===== config.mk =====
export PLATFORM = sky130hd
export DESIGN_NAME = sdpt_cfg
export DESIGN_NICKNAME = d
export VERILOG_FILES = /design/src/hw/sdpt_cfg.v
export VERILOG_INCLUDE_DIRS = /design/src /design/src/hw
export SDC_FILE = /design/constraint.sdc
export NUM_CORES = 1
export LEC_CHECK = 0
export BUFFER_PORTS_ARGS = -buffer_cell sky130_fd_sc_hd__buf_4
export CELL_PAD_IN_SITES_DETAIL_PLACEMENT = 0
export CELL_PAD_IN_SITES_GLOBAL_PLACEMENT = 1
export CORE_AREA = 2 2 134 136
export CTS_BUF_LIST = sky130_fd_sc_hd__clkbuf_16
export CTS_CLUSTER_SIZE = 14
export DETAILED_ROUTE_END_ITERATION = 8
export DIE_AREA = 0 0 136 138
export GPL_ROUTABILITY_DRIVEN = 0
export PLACE_DENSITY_LB_ADDON = 0.1
export SYNTH_ARGS = -nofsm -noshare
export SYNTH_HDL_FRONTEND = slang
export SYNTH_SLANG_ARGS = --single-unit

===== constraint.sdc =====
create_clock -name clk -period 5.4 [get_ports clk]
set_input_delay 0.27 -clock clk [delete_from_list [all_inputs] [get_ports clk]]
set_output_delay 0.27 -clock clk [all_outputs]
set_load 0.01 [all_outputs]

===== src/hw/sdpt_cfg_regs.vh =====
// Register offsets, field positions, reset values and timing counts of the power/timing block
`ifndef SDPT_CFG_REGS_VH
`define SDPT_CFG_REGS_VH

// Register byte offsets
`define SDPT_OFF_TIMING3     8'h00
`define SDPT_OFF_LOWPOWER    8'h04
`define SDPT_OFF_MEMSELECT   8'h08
`define SDPT_OFF_DLLSTATUS   8'h0C
`define SDPT_OFF_HISPEED     8'h10
`define SDPT_OFF_WRPROTECT   8'h14
`define SDPT_OFF_LPSTATUS    8'h18

// Third timing register fields
`define SDPT_FAST_EXIT_LSB   0
`define SDPT_SLOW_EXIT_LSB   4
`define SDPT_PRE_ALL_LSB     8
`define SDPT_RD_PRE_LSB      12
`define SDPT_TIMING3_RESET   16'h0000

// Low-power register fields
`define SDPT_LPCMD_LSB       0
`define SDPT_CLKFRZ_BIT      2
`define SDPT_PARTIAL_ARRAY_REFRESH_LSB        4
`define SDPT_TCR_LSB         8
`define SDPT_DS_LSB          10
`define SDPT_TIMEOUT_LSB     12
`define SDPT_POWERDOWN_EXIT_SPEED_BIT        16
`define SDPT_UPDMR_LSB       20
`define SDPT_LOWPOWER_RESET  32'h0001_0000

// Memory select fields
`define SDPT_MEMTYPE_LSB     0
`define SDPT_BUSW_BIT        4
`define SDPT_MT_SDR          3'h0
`define SDPT_MT_LPSDR        3'h1
`define SDPT_MT_RSVD         3'h2
`define SDPT_MT_LPDDR1       3'h3
`define SDPT_MT_DDR2         3'h6
`define SDPT_MEMSELECT_RESET 5'h10

// High speed register
`define SDPT_ANTICIP_BIT     2
`define SDPT_HISPEED_RESET   1'b1

// Write protect
`define SDPT_WP_KEY          24'h444452
`define SDPT_WP_KEY_LSB      8

// Low-power commands and timeouts
`define SDPT_LP_NONE         2'h0
`define SDPT_LP_SELFREF      2'h1
`define SDPT_LP_PWRDOWN      2'h2
`define SDPT_LP_DEEPPD       2'h3
`define SDPT_TO_NOW          2'h0
`define SDPT_TO_64           2'h1
`define SDPT_TO_128          2'h2
`define SDPT_IDLE_64         8'd64
`define SDPT_IDLE_128        8'd128

// Mode register update policies
`define SDPT_UPD_OFF         2'h0
`define SDPT_UPD_SHARED      2'h1
`define SDPT_UPD_UNSHARED    2'h2

`endif


===== src/hw/sdpt_cfg.v =====
// Power-down, extra timing, memory-type and strobe delay-lock logic with APB registers
`timescale 1ns/100ps
`include "sdpt_cfg_regs.vh"

// What this block does
// - Writes to timing, low-power, memory-select, high-speed registers ignored while protected.
// - DDR2 fast power-down exit waits programmed 0-15 cycles before a read.
// - DDR2 slow power-down exit waits separate 0-15 cycle count before read.
// - DDR2 precharge-all blocks any next command for programmed 0-15 cycles.
// - Precharge after read spaced by programmed 0-15 cycles, reset 0.
// - Low-power command 00 never issues power-down, self refresh or deep power-down.
// - Command 01 enters self refresh, stops clock, drops CKE, leaves per access.
// - Command 10 powers down with CKE low after each access, exits for access.
// - Command 11 issues deep power-down, only for low-power SDRAM types.
// - Clock-freeze bit holds memory clock low in power-down or deep power-down.
// - Partial-array field selects quarter, half or all banks kept refreshed.
// - Temperature field sets self-refresh interval, reset zero.
// - After init, change of extended fields triggers automatic extended mode update.
// - Timeout 00 enters low power at once, 01 after 64, 10 after 128.
// - DDR2 power-down exit bit: 0 fast, 1 slow, reset slow.
// - Update policy: 00 off, 01 at refresh with pending access, 10 before self refresh.
// - Memory type field: 000 SDR, 001 LPSDR, 011 LPDDR1, 110 DDR2.
// - Bus width bit: 0 is 32-bit, not for SDR; 1 is 16-bit.
// - Incoming DQS is delayed by the master delay to centre in data window.
// - Status shows delay counter incrementing, decrementing and its present value.
// - Counter at maximum stops, forces lock, sets overflow flag.
// - Read-anticipation disable bit: 1 disables, reset 1, 0 enables.
module sdpt_cfg #(
  parameter DELAY_W = 8
) (
  // Clock and reset
  input  wire               clk,
  input  wire               rst_n,
  // APB slave
  input  wire               psel,
  input  wire               penable,
  input  wire               pwrite,
  input  wire [7:0]         paddr,
  input  wire [31:0]        pwdata,
  output wire               pready,
  output wire               pslverr,
  output reg  [31:0]        prdata,
  // Controller core side
  input  wire               initDone,
  input  wire               accessReq,
  input  wire               xferStart,
  input  wire               xferBusy,
  input  wire               readIssued,
  input  wire               prechargeAllIssued,
  input  wire               refreshIssued,
  output wire               accessGrant,
  output wire               readBlocked,
  output wire               prechargeBlocked,
  output wire               commandBlocked,
  output reg                emrUpdateReq,
  output wire [2:0]         memoryType,
  output wire               busWidthSelect,
  output wire               readAnticipationDisable,
  output wire [2:0]         partialArrayRefresh,
  output wire [1:0]         tempCompRefresh,
  output wire [1:0]         outputDriveStrength,
  output wire               powerdownExitSpeed,
  // Memory low-power pins
  output reg                ckeOut,
  output reg                memClkRun,
  output reg                selfRefreshCmd,
  output reg                powerDownCmd,
  output reg                deepPowerDownCmd,
  // Strobe delay-lock
  input  wire               dqsPin,
  input  wire               phaseLagPin,
  input  wire               phaseLeadPin,
  output wire [DELAY_W-1:0] masterDelayValue,
  output reg                dqsCentred
);

  localparam [DELAY_W-1:0] DELAY_MAX = {DELAY_W{1'b1}};
  localparam [2:0] ST_ACTIVE = 3'h0;
  localparam [2:0] ST_IDLE   = 3'h1;
  localparam [2:0] ST_ENTER  = 3'h2;
  localparam [2:0] ST_LOW    = 3'h3;
  localparam [2:0] ST_EXIT   = 3'h4;

  // Registers
  reg [15:0]        timing3_q;
  reg [31:0]        lowPower_q;
  reg [4:0]         memSelect_q;
  reg               hiSpeed_q;
  reg               writeProtect_q;
  reg [2:0]         state_q;
  reg [7:0]         idleCnt_q;
  reg [3:0]         readHold_q;
  reg [3:0]         preHold_q;
  reg [3:0]         cmdHold_q;
  reg               emrPending_q;
  reg [DELAY_W-1:0] masterDelay_q;
  reg               masterInc_q;
  reg               masterDec_q;
  reg               masterOvf_q;
  reg [DELAY_W-1:0] dqsCnt_q;
  reg               dqsArmed_q;
  reg [1:0]         dqsSync_q;
  reg [1:0]         lagSync_q;
  reg [1:0]         leadSync_q;
  reg               dqsPrev_q;

  // Field views
  wire [3:0] fastExitDelay = timing3_q[`SDPT_FAST_EXIT_LSB +: 4];
  wire [3:0] slowExitDelay = timing3_q[`SDPT_SLOW_EXIT_LSB +: 4];
  wire [3:0] preAllDelay   = timing3_q[`SDPT_PRE_ALL_LSB +: 4];
  wire [3:0] rdPreDelay    = timing3_q[`SDPT_RD_PRE_LSB +: 4];
  wire [1:0] lowPowerCmd   = lowPower_q[`SDPT_LPCMD_LSB +: 2];
  wire       clockFreeze   = lowPower_q[`SDPT_CLKFRZ_BIT];
  wire [1:0] lpTimeout     = lowPower_q[`SDPT_TIMEOUT_LSB +: 2];
  wire [1:0] updatePolicy  = lowPower_q[`SDPT_UPDMR_LSB +: 2];
  wire       isDdr2        = memoryType == `SDPT_MT_DDR2;
  wire       isLowPowerMem = memoryType == `SDPT_MT_LPSDR || memoryType == `SDPT_MT_LPDDR1;

  assign memoryType              = memSelect_q[`SDPT_MEMTYPE_LSB +: 3];
  assign busWidthSelect          = memSelect_q[`SDPT_BUSW_BIT];
  assign readAnticipationDisable = hiSpeed_q;
  assign partialArrayRefresh     = lowPower_q[`SDPT_PARTIAL_ARRAY_REFRESH_LSB +: 3];
  assign tempCompRefresh         = lowPower_q[`SDPT_TCR_LSB +: 2];
  assign outputDriveStrength     = lowPower_q[`SDPT_DS_LSB +: 2];
  assign powerdownExitSpeed      = lowPower_q[`SDPT_POWERDOWN_EXIT_SPEED_BIT];
  assign masterDelayValue        = masterDelay_q;

  // Decode used by both the error response and the write path
  function mapped;
    input [7:0] a;
    begin
      mapped = a == `SDPT_OFF_TIMING3 || a == `SDPT_OFF_LOWPOWER ||
               a == `SDPT_OFF_MEMSELECT || a == `SDPT_OFF_DLLSTATUS ||
               a == `SDPT_OFF_HISPEED || a == `SDPT_OFF_WRPROTECT ||
               a == `SDPT_OFF_LPSTATUS;
    end
  endfunction

  // Zero wait states; read data is captured in the setup cycle
  assign pready  = 1'b1;
  assign pslverr = psel & penable & ~mapped(paddr);

  wire wrStrobe   = psel & penable & pwrite & mapped(paddr);
  wire wrAllowed  = wrStrobe & ~writeProtect_q;
  wire wrTiming3  = wrAllowed && paddr == `SDPT_OFF_TIMING3;
  wire wrLowPower = wrAllowed && paddr == `SDPT_OFF_LOWPOWER;
  wire wrMemSel   = wrAllowed && paddr == `SDPT_OFF_MEMSELECT;
  wire wrHiSpeed  = wrAllowed && paddr == `SDPT_OFF_HISPEED;
  wire wrProtect  = wrStrobe && paddr == `SDPT_OFF_WRPROTECT &&
                    pwdata[`SDPT_WP_KEY_LSB +: 24] == `SDPT_WP_KEY;

  // Extended mode fields that force a mode register rewrite
  wire [31:0] lpNew     = pwdata & 32'h0031_7FF7;
  wire        emrChange = wrLowPower && initDone &&
                          (lpNew[`SDPT_PARTIAL_ARRAY_REFRESH_LSB +: 3] != partialArrayRefresh ||
                           lpNew[`SDPT_TCR_LSB +: 2] != tempCompRefresh ||
                           lpNew[`SDPT_DS_LSB +: 2] != outputDriveStrength ||
                           lpNew[`SDPT_POWERDOWN_EXIT_SPEED_BIT] != powerdownExitSpeed);

  // Memory type reserved code is refused; SDR always runs the 16-bit bus
  wire [2:0] mtNew   = pwdata[`SDPT_MEMTYPE_LSB +: 3];
  wire       mtValid = mtNew == `SDPT_MT_SDR || mtNew == `SDPT_MT_LPSDR ||
                       mtNew == `SDPT_MT_LPDDR1 || mtNew == `SDPT_MT_DDR2;

  always @(posedge clk) begin
    if (!rst_n) begin
      timing3_q      <= `SDPT_TIMING3_RESET;
      lowPower_q     <= `SDPT_LOWPOWER_RESET;
      memSelect_q    <= `SDPT_MEMSELECT_RESET;
      hiSpeed_q      <= `SDPT_HISPEED_RESET;
      writeProtect_q <= 1'b0;
    end else begin
      if (wrTiming3)
        timing3_q <= pwdata[15:0];
      if (wrLowPower)
        lowPower_q <= lpNew;
      if (wrMemSel && mtValid) begin
        memSelect_q[2:0] <= mtNew;
        memSelect_q[3]   <= 1'b0;
        memSelect_q[4]   <= pwdata[`SDPT_BUSW_BIT] | (mtNew == `SDPT_MT_SDR);
      end
      if (wrHiSpeed)
        hiSpeed_q <= pwdata[`SDPT_ANTICIP_BIT];
      if (wrProtect)
        writeProtect_q <= pwdata[0];
    end
  end

  // Read mux, registered in the setup cycle
  always @(posedge clk) begin
    if (!rst_n) begin
      prdata <= 32'h0000_0000;
    end else if (psel && !penable && !pwrite) begin
      case (paddr)
        `SDPT_OFF_TIMING3:   prdata <= {16'h0000, timing3_q};
        `SDPT_OFF_LOWPOWER:  prdata <= lowPower_q;
        `SDPT_OFF_MEMSELECT: prdata <= {27'h0000000, memSelect_q};
        `SDPT_OFF_DLLSTATUS: prdata <= {{(24 - DELAY_W){1'b0}}, masterDelay_q, 5'h00,
                                        masterOvf_q, masterDec_q, masterInc_q};
        `SDPT_OFF_HISPEED:   prdata <= {29'h00000000, hiSpeed_q, 2'h0};
        `SDPT_OFF_WRPROTECT: prdata <= {31'h00000000, writeProtect_q};
        `SDPT_OFF_LPSTATUS:  prdata <= {24'h000000, emrPending_q, state_q, 3'h0, ckeOut};
        default:             prdata <= 32'h0000_0000;
      endcase
    end
  end

  // Idle timeout limit
  reg [7:0] idleLimit;
  always @* begin
    case (lpTimeout)
      `SDPT_TO_64:  idleLimit = `SDPT_IDLE_64;
      `SDPT_TO_128: idleLimit = `SDPT_IDLE_128;
      default:      idleLimit = 8'd0;
    endcase
  end

  // Deep power-down only makes sense for low-power parts; reserved timeout never enters
  wire lpEnabled = lowPowerCmd != `SDPT_LP_NONE && lpTimeout != 2'h3 &&
                   (lowPowerCmd != `SDPT_LP_DEEPPD || isLowPowerMem);
  wire idleDone  = idleCnt_q >= idleLimit;
  wire emrBeforeSr = updatePolicy == `SDPT_UPD_UNSHARED && emrPending_q &&
                     lowPowerCmd == `SDPT_LP_SELFREF;

  // Low-power sequencer
  always @(posedge clk) begin
    if (!rst_n) begin
      state_q          <= ST_ACTIVE;
      idleCnt_q        <= 8'd0;
      ckeOut           <= 1'b1;
      memClkRun        <= 1'b1;
      selfRefreshCmd   <= 1'b0;
      powerDownCmd     <= 1'b0;
      deepPowerDownCmd <= 1'b0;
    end else begin
      selfRefreshCmd   <= 1'b0;
      powerDownCmd     <= 1'b0;
      deepPowerDownCmd <= 1'b0;
      case (state_q)
        ST_ACTIVE: begin
          idleCnt_q <= 8'd0;
          if (!xferBusy && !accessReq && lpEnabled && initDone)
            state_q <= ST_IDLE;
        end
        ST_IDLE: begin
          if (xferStart || xferBusy || accessReq || !lpEnabled) begin
            idleCnt_q <= 8'd0;
            state_q   <= ST_ACTIVE;
          end else if (idleDone) begin
            state_q <= ST_ENTER;
          end else begin
            idleCnt_q <= idleCnt_q + 8'd1;
          end
        end
        ST_ENTER: begin
          if (accessReq || !lpEnabled) begin
            state_q <= ST_ACTIVE;
          end else if (!emrBeforeSr && !emrUpdateReq) begin
            ckeOut  <= 1'b0;
            state_q <= ST_LOW;
            case (lowPowerCmd)
              `SDPT_LP_SELFREF: begin
                selfRefreshCmd <= 1'b1;
                memClkRun      <= 1'b0;
              end
              `SDPT_LP_PWRDOWN: begin
                powerDownCmd <= 1'b1;
                memClkRun    <= ~clockFreeze;
              end
              default: begin
                deepPowerDownCmd <= 1'b1;
                memClkRun        <= ~clockFreeze;
              end
            endcase
          end
        end
        ST_LOW: begin
          if (accessReq || !lpEnabled) begin
            ckeOut    <= 1'b1;
            memClkRun <= 1'b1;
            state_q   <= ST_EXIT;
          end
        end
        ST_EXIT: begin
          if (readHold_q == 4'd0)
            state_q <= ST_ACTIVE;
        end
        default: state_q <= ST_ACTIVE;
      endcase
    end
  end

  // Only a DDR2 power-down exit carries the programmed read delay
  wire exitToRead = state_q == ST_LOW && (accessReq || !lpEnabled) && isDdr2 &&
                    lowPowerCmd == `SDPT_LP_PWRDOWN;

  assign accessGrant      = state_q == ST_ACTIVE || state_q == ST_IDLE ||
                            (state_q == ST_EXIT && readHold_q == 4'd0);
  assign readBlocked      = readHold_q != 4'd0 || cmdHold_q != 4'd0;
  assign prechargeBlocked = preHold_q != 4'd0 || cmdHold_q != 4'd0;
  assign commandBlocked   = cmdHold_q != 4'd0;

  // Command spacing counters
  always @(posedge clk) begin
    if (!rst_n) begin
      readHold_q <= 4'd0;
      preHold_q  <= 4'd0;
      cmdHold_q  <= 4'd0;
    end else begin
      if (exitToRead)
        readHold_q <= powerdownExitSpeed ? slowExitDelay : fastExitDelay;
      else if (readHold_q != 4'd0)
        readHold_q <= readHold_q - 4'd1;
      if (readIssued)
        preHold_q <= rdPreDelay;
      else if (preHold_q != 4'd0)
        preHold_q <= preHold_q - 4'd1;
      if (prechargeAllIssued && isDdr2)
        cmdHold_q <= preAllDelay;
      else if (cmdHold_q != 4'd0)
        cmdHold_q <= cmdHold_q - 4'd1;
    end
  end

  // Extended mode register update; a new change in the issue cycle keeps it pending
  wire emrFireShared = updatePolicy == `SDPT_UPD_SHARED && emrPending_q &&
                       refreshIssued && accessReq;
  wire emrFire       = emrFireShared || (state_q == ST_ENTER && emrBeforeSr);
  always @(posedge clk) begin
    if (!rst_n) begin
      emrPending_q <= 1'b0;
      emrUpdateReq <= 1'b0;
    end else begin
      emrUpdateReq <= emrFire;
      if (emrChange && updatePolicy != `SDPT_UPD_OFF)
        emrPending_q <= 1'b1;
      else if (emrFire)
        emrPending_q <= 1'b0;
    end
  end

  // Pin synchronisers
  always @(posedge clk) begin
    if (!rst_n) begin
      dqsSync_q  <= 2'b00;
      lagSync_q  <= 2'b00;
      leadSync_q <= 2'b00;
      dqsPrev_q  <= 1'b0;
    end else begin
      dqsSync_q  <= {dqsSync_q[0], dqsPin};
      lagSync_q  <= {lagSync_q[0], phaseLagPin};
      leadSync_q <= {leadSync_q[0], phaseLeadPin};
      dqsPrev_q  <= dqsSync_q[1];
    end
  end

  // Master delay tracking; saturation forces lock until reset
  always @(posedge clk) begin
    if (!rst_n) begin
      masterDelay_q <= {DELAY_W{1'b0}};
      masterInc_q   <= 1'b0;
      masterDec_q   <= 1'b0;
      masterOvf_q   <= 1'b0;
    end else begin
      masterInc_q <= 1'b0;
      masterDec_q <= 1'b0;
      if (!masterOvf_q) begin
        if (lagSync_q[1] && !leadSync_q[1]) begin
          if (masterDelay_q == DELAY_MAX) begin
            masterOvf_q <= 1'b1;
          end else begin
            masterDelay_q <= masterDelay_q + 1'b1;
            masterInc_q   <= 1'b1;
          end
        end else if (leadSync_q[1] && !lagSync_q[1] && masterDelay_q != {DELAY_W{1'b0}}) begin
          masterDelay_q <= masterDelay_q - 1'b1;
          masterDec_q   <= 1'b1;
        end
      end
    end
  end

  // Strobe centring: the latest DQS edge is re-issued after the master delay
  wire dqsEdge = dqsSync_q[1] ^ dqsPrev_q;
  always @(posedge clk) begin
    if (!rst_n) begin
      dqsCnt_q   <= {DELAY_W{1'b0}};
      dqsArmed_q <= 1'b0;
      dqsCentred <= 1'b0;
    end else begin
      dqsCentred <= 1'b0;
      if (dqsEdge) begin
        dqsCnt_q   <= masterDelay_q;
        dqsArmed_q <= 1'b1;
      end else if (dqsArmed_q) begin
        if (dqsCnt_q == {DELAY_W{1'b0}}) begin
          dqsArmed_q <= 1'b0;
          dqsCentred <= 1'b1;
        end else begin
          dqsCnt_q <= dqsCnt_q - 1'b1;
        end
      end
    end
  end

endmodule


==> key figures, run 1 <==
Route
  • Drt drc: 0
  • DR vias/cell: 5.131
  • Starting DRC count in detailed routing: 319
  • 1st-pass router iterations: 5
  • Antenna-violating nets left: 0
  • DR WL/cell: 17.58 um
  • Total wire length: 18180 um
  • Via count: 5305

CTS
  • Post-CTS setup repair buffer count: 0
  • Worst-case clock buffer depth: 2
  • Num CTS Buffers: 17
  • Worst-path clk slew: 0.05 ns
  • Clk root buf: clkbuf_16
  • Post-CTS sizing: 0
  • Clk sinks: 116
  • CTS tree: built
  • Hold-fix buffers at CTS: 0
  • H-tree Lvls: 4
  • Worst skew pair latency: 0.42 ns

STA
  • Final setup skew: 0.008472 ns
  • Tcrit/Tclk final: 47.25%
  • Max Fclk: 0.3919 GHz
  • Final Hold Vio Count: 0
  • Worst hold slack: 0.06389 ns
  • Rel. slew slack: 28.89%
  • Tmin final: 2.552 ns
  • Max Slew Vio Count: 0
  • Unrepaired setup endpoints after global routing: no
  • Setup violators final: 0
  • Worst-margin pin slew: 1.067 ns
  • Setup total negative slack: 0 ns

Worst setup path
  • Kind of start point of the critical path: input pin
  • Crit path DAT: 2.81 ns
  • Critical path class: input pin to flop
  • Max incr delay on CP: 0.96 ns
  • Delay-heaviest family, CP: simple AND/OR/NAND/NOR gates
  • Setup crit start: paddr[6]
  • WP data required: 5.66 ns
  • Crit Path Max Fanout: 16
  • Crit-path slowest cell: and3_1
  • Crit path cell chain: buf_4 > or4_4 > nor4b_4 > and3_1 > mux2i_1 > nor2_1
  • R2R Path Start: lowPower_q[13]$_SDFFE_PN0P_
  • CP Capture Type: flop
  • Worst Path Buf+Inv: 1

Floorplan
  • Rows: 49
  • Chip height: 138 um
  • # IOs: 121
  • Core Region: 17530 sq um
  • Full die area: 18770 sq um
  • Starting Density: 34.07%
  • Die Width: 136 um

Run status
  • Status: completed

Final layout
  • Post-layout util: 42.43%
  • Diode count: 0
  • Layout cell share with drive strength beyond 1: 19.13%
  • Net count of the finished layout: 869
  • Layout area overhead: 24.52%

Place
  • Post-detail-place hpwl: 13520 um
  • I/O Buffers: 106

Synthesis
  • Mean Syn Cell Area: 8.523 sq um
  • Register area share after synthesis: 38.87%
  • EDFF count, synth: 0
  • Synth Area in Compound Gates: 14.62%
  • Post-synthesis async set-or-reset flop share: 0%
  • Simple-gate area share of the yosys netlist: 24.00%
  • Warnings, synthesis: 0
  • FF+latch count, synth: 116
  • Yosys cell types: 64
  • Post-synthesis mux area share: 7.183%
  • Synth Area in XOR/XNOR: 3.812%
  • Adder-cell share of the synthesized area: 4.733%
  • Combinational family with the most area after synthesis: simple AND/OR/NAND/NOR gates
  • Cells after Synth: 701
  • Synth Flop Type: dfxtp_1
  • Post-synth design cell area: 5974 sq um

GRT
  • Initial antenna violation count: 0
  • Global-route wire length before repair: 28850 um
  • Vias in the first global route: 5226
  • Gr usage total: 19.96%
  • Remaining Overflow, GRT: 0
  • Largest net degree at the start of global routing: 76

Power and ir drop
  • VDD IR max: 0.2462 mV
  • PD cells: 361.7 nW/um^2
  • Leak: 2.944 nW

Worst hold path
  • Worst min path class: input pin to flop
  • Hold Crit Start: dqsPin

Flow run
  • Total of max-cap violations: 0
## power breakdown
group	switching (mW)	internal (mW)	total, mW
sequential	0.0566	0.910	0.966
clock	0.415	0.766	1.18
combinational	0.287	0.256	0.543
total	0.759	1.93	2.69
## stage by stage
step | area (sq um) | cells | setup WS (ns) | power, mW
after floorplan | 6020 | 713 | 3.274 | 1.356
after global placement | 6824 | 1002 | 2.490 | 1.520
after detailed placement | 6824 | 1002 | 2.423 | 1.530
after CTS | 7440 | 1034 | 2.871 | 2.715
after global routing | 7440 | 1034 | 2.735 | 2.832
final | 7440 | 1034 | 2.848 | 2.691
## cells in the mapped netlist (all sizes together), types with 3 or more instances
master	count	share of area, %
dfxtp	116	39
nor2	85	5.3
nand2	73	4.6
a21oi	50	4.3
mux2i	35	5.9
buf	31	3.9
inv	26	1.6
nand3	25	2.1
ha	21	4.4
o21ai	20	1.7
clkbuf	18	1.1
nor3	17	1.5
xor2	16	2.3
a22oi	13	1.6
a211oi	11	1.4
and2	11	1.2
nor4	11	1.5
nor2b	10	1.0
xnor2	10	1.5
a221o	8	1.3
nand2b	7	0.73
nand4	7	0.73
nor3b	7	0.88
or3	7	0.73
a22o	5	0.73
and3	5	0.52
mux2	5	0.94
nor4b	5	0.98
o211ai	4	0.50
or4	4	0.57
a211o	3	0.44
nand4b	3	0.44
o2111ai	3	0.44
or2	3	0.31
or3b	3	0.44
## sequential cells by signal, indices dropped and copies added (netlist names), 2 cells and up
register / cells
cmdHold_q: 4
dqsCnt_q: 8
dqsSync_q: 2
idleCnt_q: 8
lagSync_q: 2
leadSync_q: 2
lowPower_q: 17
masterDelayValue: 8
memSelect_q: 4
prdata: 19
preHold_q: 4
readHold_q: 4
state_q: 3
timing3_q: 16
## routing by layer
| layer | share of wire (%) | global-route usage, % | up-vias |
|---|---|---|---|
| li1 | - | - | 2626 |
| met4 | 2.2 | 7.511 | 0 |
| met3 | 4.2 | 3.887 | 21 |
| met5 | 0 | 0 | - |
| met2 | 47 | 31.50 | 139 |
| met1 | 47 | 26.93 | 2519 |
## cells by family after synthesis
logic type / count (synthesis)
compound gates: 133
xor+xnor: 26
fa+ha+maj: 22
buf+inv: 75
flops: 116
mux: 41
other cells: 2
simple gates: 286
## final timing paths
path	to	slack, ns	cells after the start
max	timing3_q[3]$_SDFFE_PN0P_	2.85	6
min	dqsSync_q[0]$_SDFF_PN0_	0.06	2
max reg2reg	idleCnt_q[4]$_SDFFE_PN0P_	2.99	7
min reg2reg	dqsSync_q[1]$_SDFF_PN0_	0.44	1
## final cells by class
class,instances,area [sq um]
fill,1783,10090
tap,229,286.5
clock inverter,15,190.2
inverter,26,97.59
sequential,116,2322
clock buffer,17,425.4
timing repair buffer,109,818.3
multi-input combinational,522,3299
## cells in the final DEF (no fill, tap or decap), types with 11 or more instances in the layout
master     netlist  layout
dfxtp_1        116     116
inv_1           26      26
nor3_1          16      16
ha_1            21      21
clkbuf_16        0      17
nand3_1         25      25
o21ai_0         20      20
nor2_1          85      85
a21oi_1         49      49
mux2i_1         35      35
buf_4           22     109
conb_1           2      14
xor2_1          16      16
a22oi_1         13      13
a211oi_1        11      11
nand2_1         73      73
and2_1          11      11
Note: power is estimated with default switching activity, not from simulation.
==> run 2, diff against run 1 <==
Clock period 5.4 ns to 2.2 ns, I/O delays scaled along.
==> run 2 against run 1 <==
  * Non-clock buffer count rose by 55
  * Largest power group unchanged
  * Clock skew grew 0.00065 ns
  * Hold slack got worse by 0.022 ns
  * Global-route usage down 0.37 points
  * Utilization increased by 2.1 points
  * Register-to-register slack worse by 2.8 ns
  * Sequential cell count stayed put
  * Worst setup slack lost 2.7 ns
  * Combinational power grew to 2.7 times the previous value
  * Highest routed layer unchanged
==> key figures, run 2 (synthesis results as in run 1) <==
Run status
  • Status: completed

Final layout
  • Layout cell share with drive strength beyond 1: 21.47% (+2.3 points)
  • Post-layout util: 44.54% (+2.1 points)
  • Top reg by flops: prdata
  • Filler cells: 1746 (-2.1%)
  • Area of the multi-input gates: 3309 sq um (+0.30%)
  • Layout area overhead: 30.72%
  • Commonest non-fill, non-tap cells in the layout: buf_4, dfxtp_1, nor2_1, nand2_1, a21oi_1
  • Net count of the finished layout: 924 (+6.3%)
  • Diode count: 0 (unchanged)
  • Flip-flop and latch area: 2323 sq um (about the same)
  • Regs by FF count: prdata (19), lowPower_q (17), timing3_q (16)
  • Commonest non-fill, non-tap cell in the layout: buf_4
  • Max reg flops: 19 (unchanged)

Worst setup path
  • R2R Path Start: lowPower_q[0]$_SDFFE_PN0P_
  • WP data required: 2.09 ns (-3.57 ns)
  • Critical path class: flop to primary output
  • Max incr delay on CP: 0.53 ns (-0.43 ns)
  • Crit path DAT: 1.97 ns (-0.84 ns)
  • Crit Path Max Fanout: 5 (-11)
  • R2R Path End: state_q[0]$_SDFFE_PN0P_
  • Worst Path Buf+Inv: 2 (+1)
  • Delay-heaviest family, CP: simple AND/OR/NAND/NOR gates
  • CP Capture Type: primary output
  • Kind of start point of the critical path: flop
  • Crit-path slowest cell: or3b_2
  • Crit path cell chain: inv_1 > ha_1 > or3b_2 > o21a_1 > nor2_1 > buf_4
  • Reg-to-reg setup timing slack: 0.15 ns (-2.84 ns)
  • R2R cell count: 7 (unchanged)

Route
  • DR vias/cell: 5.093 (-0.73%)
  • Antenna-violating nets left: 0 (unchanged)
  • Drt drc: 0 (unchanged)
  • 1st-pass router iterations: 5 (unchanged)
  • Total wire length: 18400 um (+1.2%)
  • DR WL/cell: 16.94 um (-3.6%)
  • Starting DRC count in detailed routing: 360 (+13%)
  • Via count: 5531 (+4.3%)

STA
  • Setup violators final: 0 (unchanged)
  • Tmin final: 2.079 ns
  • Max Slew Vio Count: 0 (unchanged)
  • Setup total negative slack: 0 ns (unchanged)
  • Max Fclk: 0.4811 GHz
  • Rel. slew slack: 43.09% (+14 points)
  • Tcrit/Tclk final: 94.49%
  • Final Hold Vio Count: 0 (unchanged)
  • Final setup skew: 0.009121 ns (+0.0006496 ns)
  • Worst-margin pin slew: 0.8537 ns (-0.2129 ns)
  • Unrepaired setup endpoints after global routing: no

Floorplan
  • Chip height: 138 um (unchanged)
  • Starting Density: 34.07% (unchanged)
  • Die Width: 136 um (unchanged)
  • Rows: 49 (unchanged)
  • Full die area: 18770 sq um (unchanged)
  • Core Region: 17530 sq um (unchanged)
  • # IOs: 121 (unchanged)

Power and ir drop
  • VDD IR max: 0.5295 mV (+120%)
  • Total power: 6.230 mW (+130%)
  • PD cells: 797.7 nW/um^2 (+120%)
  • Leak: 3.171 nW (+7.7%)

Flow run
  • Total of max-cap violations: 0 (unchanged)

GRT
  • Met3 Track Usage GR: 3.630% (-0.26 points)
  • GR peak layer: met2
  • Remaining Overflow, GRT: 0 (unchanged)
  • Global-route wire length before repair: 28510 um (-1.2%)
  • Gr usage total: 19.59% (-0.37 points)
  • Largest net degree at the start of global routing: 76 (unchanged)
  • Vias in the first global route: 5246 (+0.38%)
  • Met1 global-route usage: 26.92% (about the same)
  • Initial antenna violation count: 0 (unchanged)
  • Met2 Usage GRT: 30.18% (-1.3 points)

CTS
  • Post-CTS setup repair buffer count: 0 (unchanged)
  • H-tree Lvls: 4 (unchanged)
  • Clk sinks: 116 (unchanged)
  • Worst-path clk slew: 0.05 ns (about the same)
  • CTS tree: built
  • Clk root buf: clkbuf_16
  • Worst-case clock buffer depth: 2 (unchanged)
  • Worst skew pair latency: 0.42 ns (about the same)
  • Num CTS Buffers: 17 (unchanged)

Place
  • I/O Buffers: 106 (unchanged)
  • Post-detail-place hpwl: 13940 um (+3.1%)

Worst hold path
  • Hold Crit Start: initDone
  • WHS Endpoint: emrPending_q$_SDFFE_PN0P_
  • Cells on Worst Hold Path: 3 (+1)
  • Worst min path class: input pin to flop
==> run 2: changes by cell type in the layout (fill, tap and decap cells not counted), moves of 2 or more <==
cell,previous run,this run
buf_4,109,141
dlygate4sd3_1,0,23
clkinv_4,4,0
bufinv_16,4,1
inv_1,26,29
clkinv_2,4,6
==> run 2: worst min-delay path, stage by stage <==
cell       delay, ns
buf_4           0.13
o2111ai_1       0.09
a21oi_1         0.07
==> run 2: repair_timing <==
item / CTS / global route
setup endpoints to repair: 0 / 3
gates resized for setup: 0 / 4
hold buffers: 23 / 0
hold endpoints to repair: 41 / 0
==> run 2: final cells by class <==
cell class	instances	share of cell area, %
sequential	116	29.75
tap	229	3.669
clock buffer	17	5.447
timing repair buffer	164	16.50
multi-input combinational	522	42.37
clock inverter	12	1.009
inverter	26	1.250
==> run 2: layer usage <==
layer  up-vias  part of all wire, %  wire, um
met5         -                    0         0
met4         0                  2.3       414
met3        25                  4.0       741
met2       151                   46      8414
met1      2620                   48      8830
li1       2735                    -         -
==> run 2: through the flow <==
stage	instance area (sq um)	setup WS [ns]	hold slack [ns]	cells
6_report	7810	0.1212	0.04141	1086
5_1_grt	7810	0.02153	0.04799	1086
4_1_cts	7799	0.01461	0.02478	1086
3_5_place_dp	7064	0.02793	0.3208	1034
3_3_place_gp	7064	0.06057	0.3291	1034
2_1_floorplan	6020	0.1560	0.2343	713
==> run 2: where the power goes <==
group,internal [mW],switching (mW)
clock,1.49,0.934
combinational,0.707,0.737
sequential,2.23,0.126
==> run 2: how the worst max path moves through the flow <==
stage / from / to / slack [ns] / cells past startpoint
2_1_floorplan: lowPower_q[0]$_SDFFE_PN0P_ / state_q[0]$_SDFFE_PN0P_ / 0.16 / 7
3_3_place_gp: leadSync_q[1]$_SDFF_PN0_ / masterDelayValue[6]$_SDFFE_PN0P_ / 0.06 / 7
3_5_place_dp: leadSync_q[1]$_SDFF_PN0_ / masterDelayValue[6]$_SDFFE_PN0P_ / 0.03 / 7
4_1_cts: leadSync_q[1]$_SDFF_PN0_ / masterDelayValue[6]$_SDFFE_PN0P_ / 0.01 / 7
5_1_grt: lowPower_q[12]$_SDFFE_PN0P_ / idleCnt_q[3]$_SDFFE_PN0P_ / 0.02 / 8
6_report: readHold_q[0]$_SDFFE_PN0P_ / accessGrant / 0.12 / 6
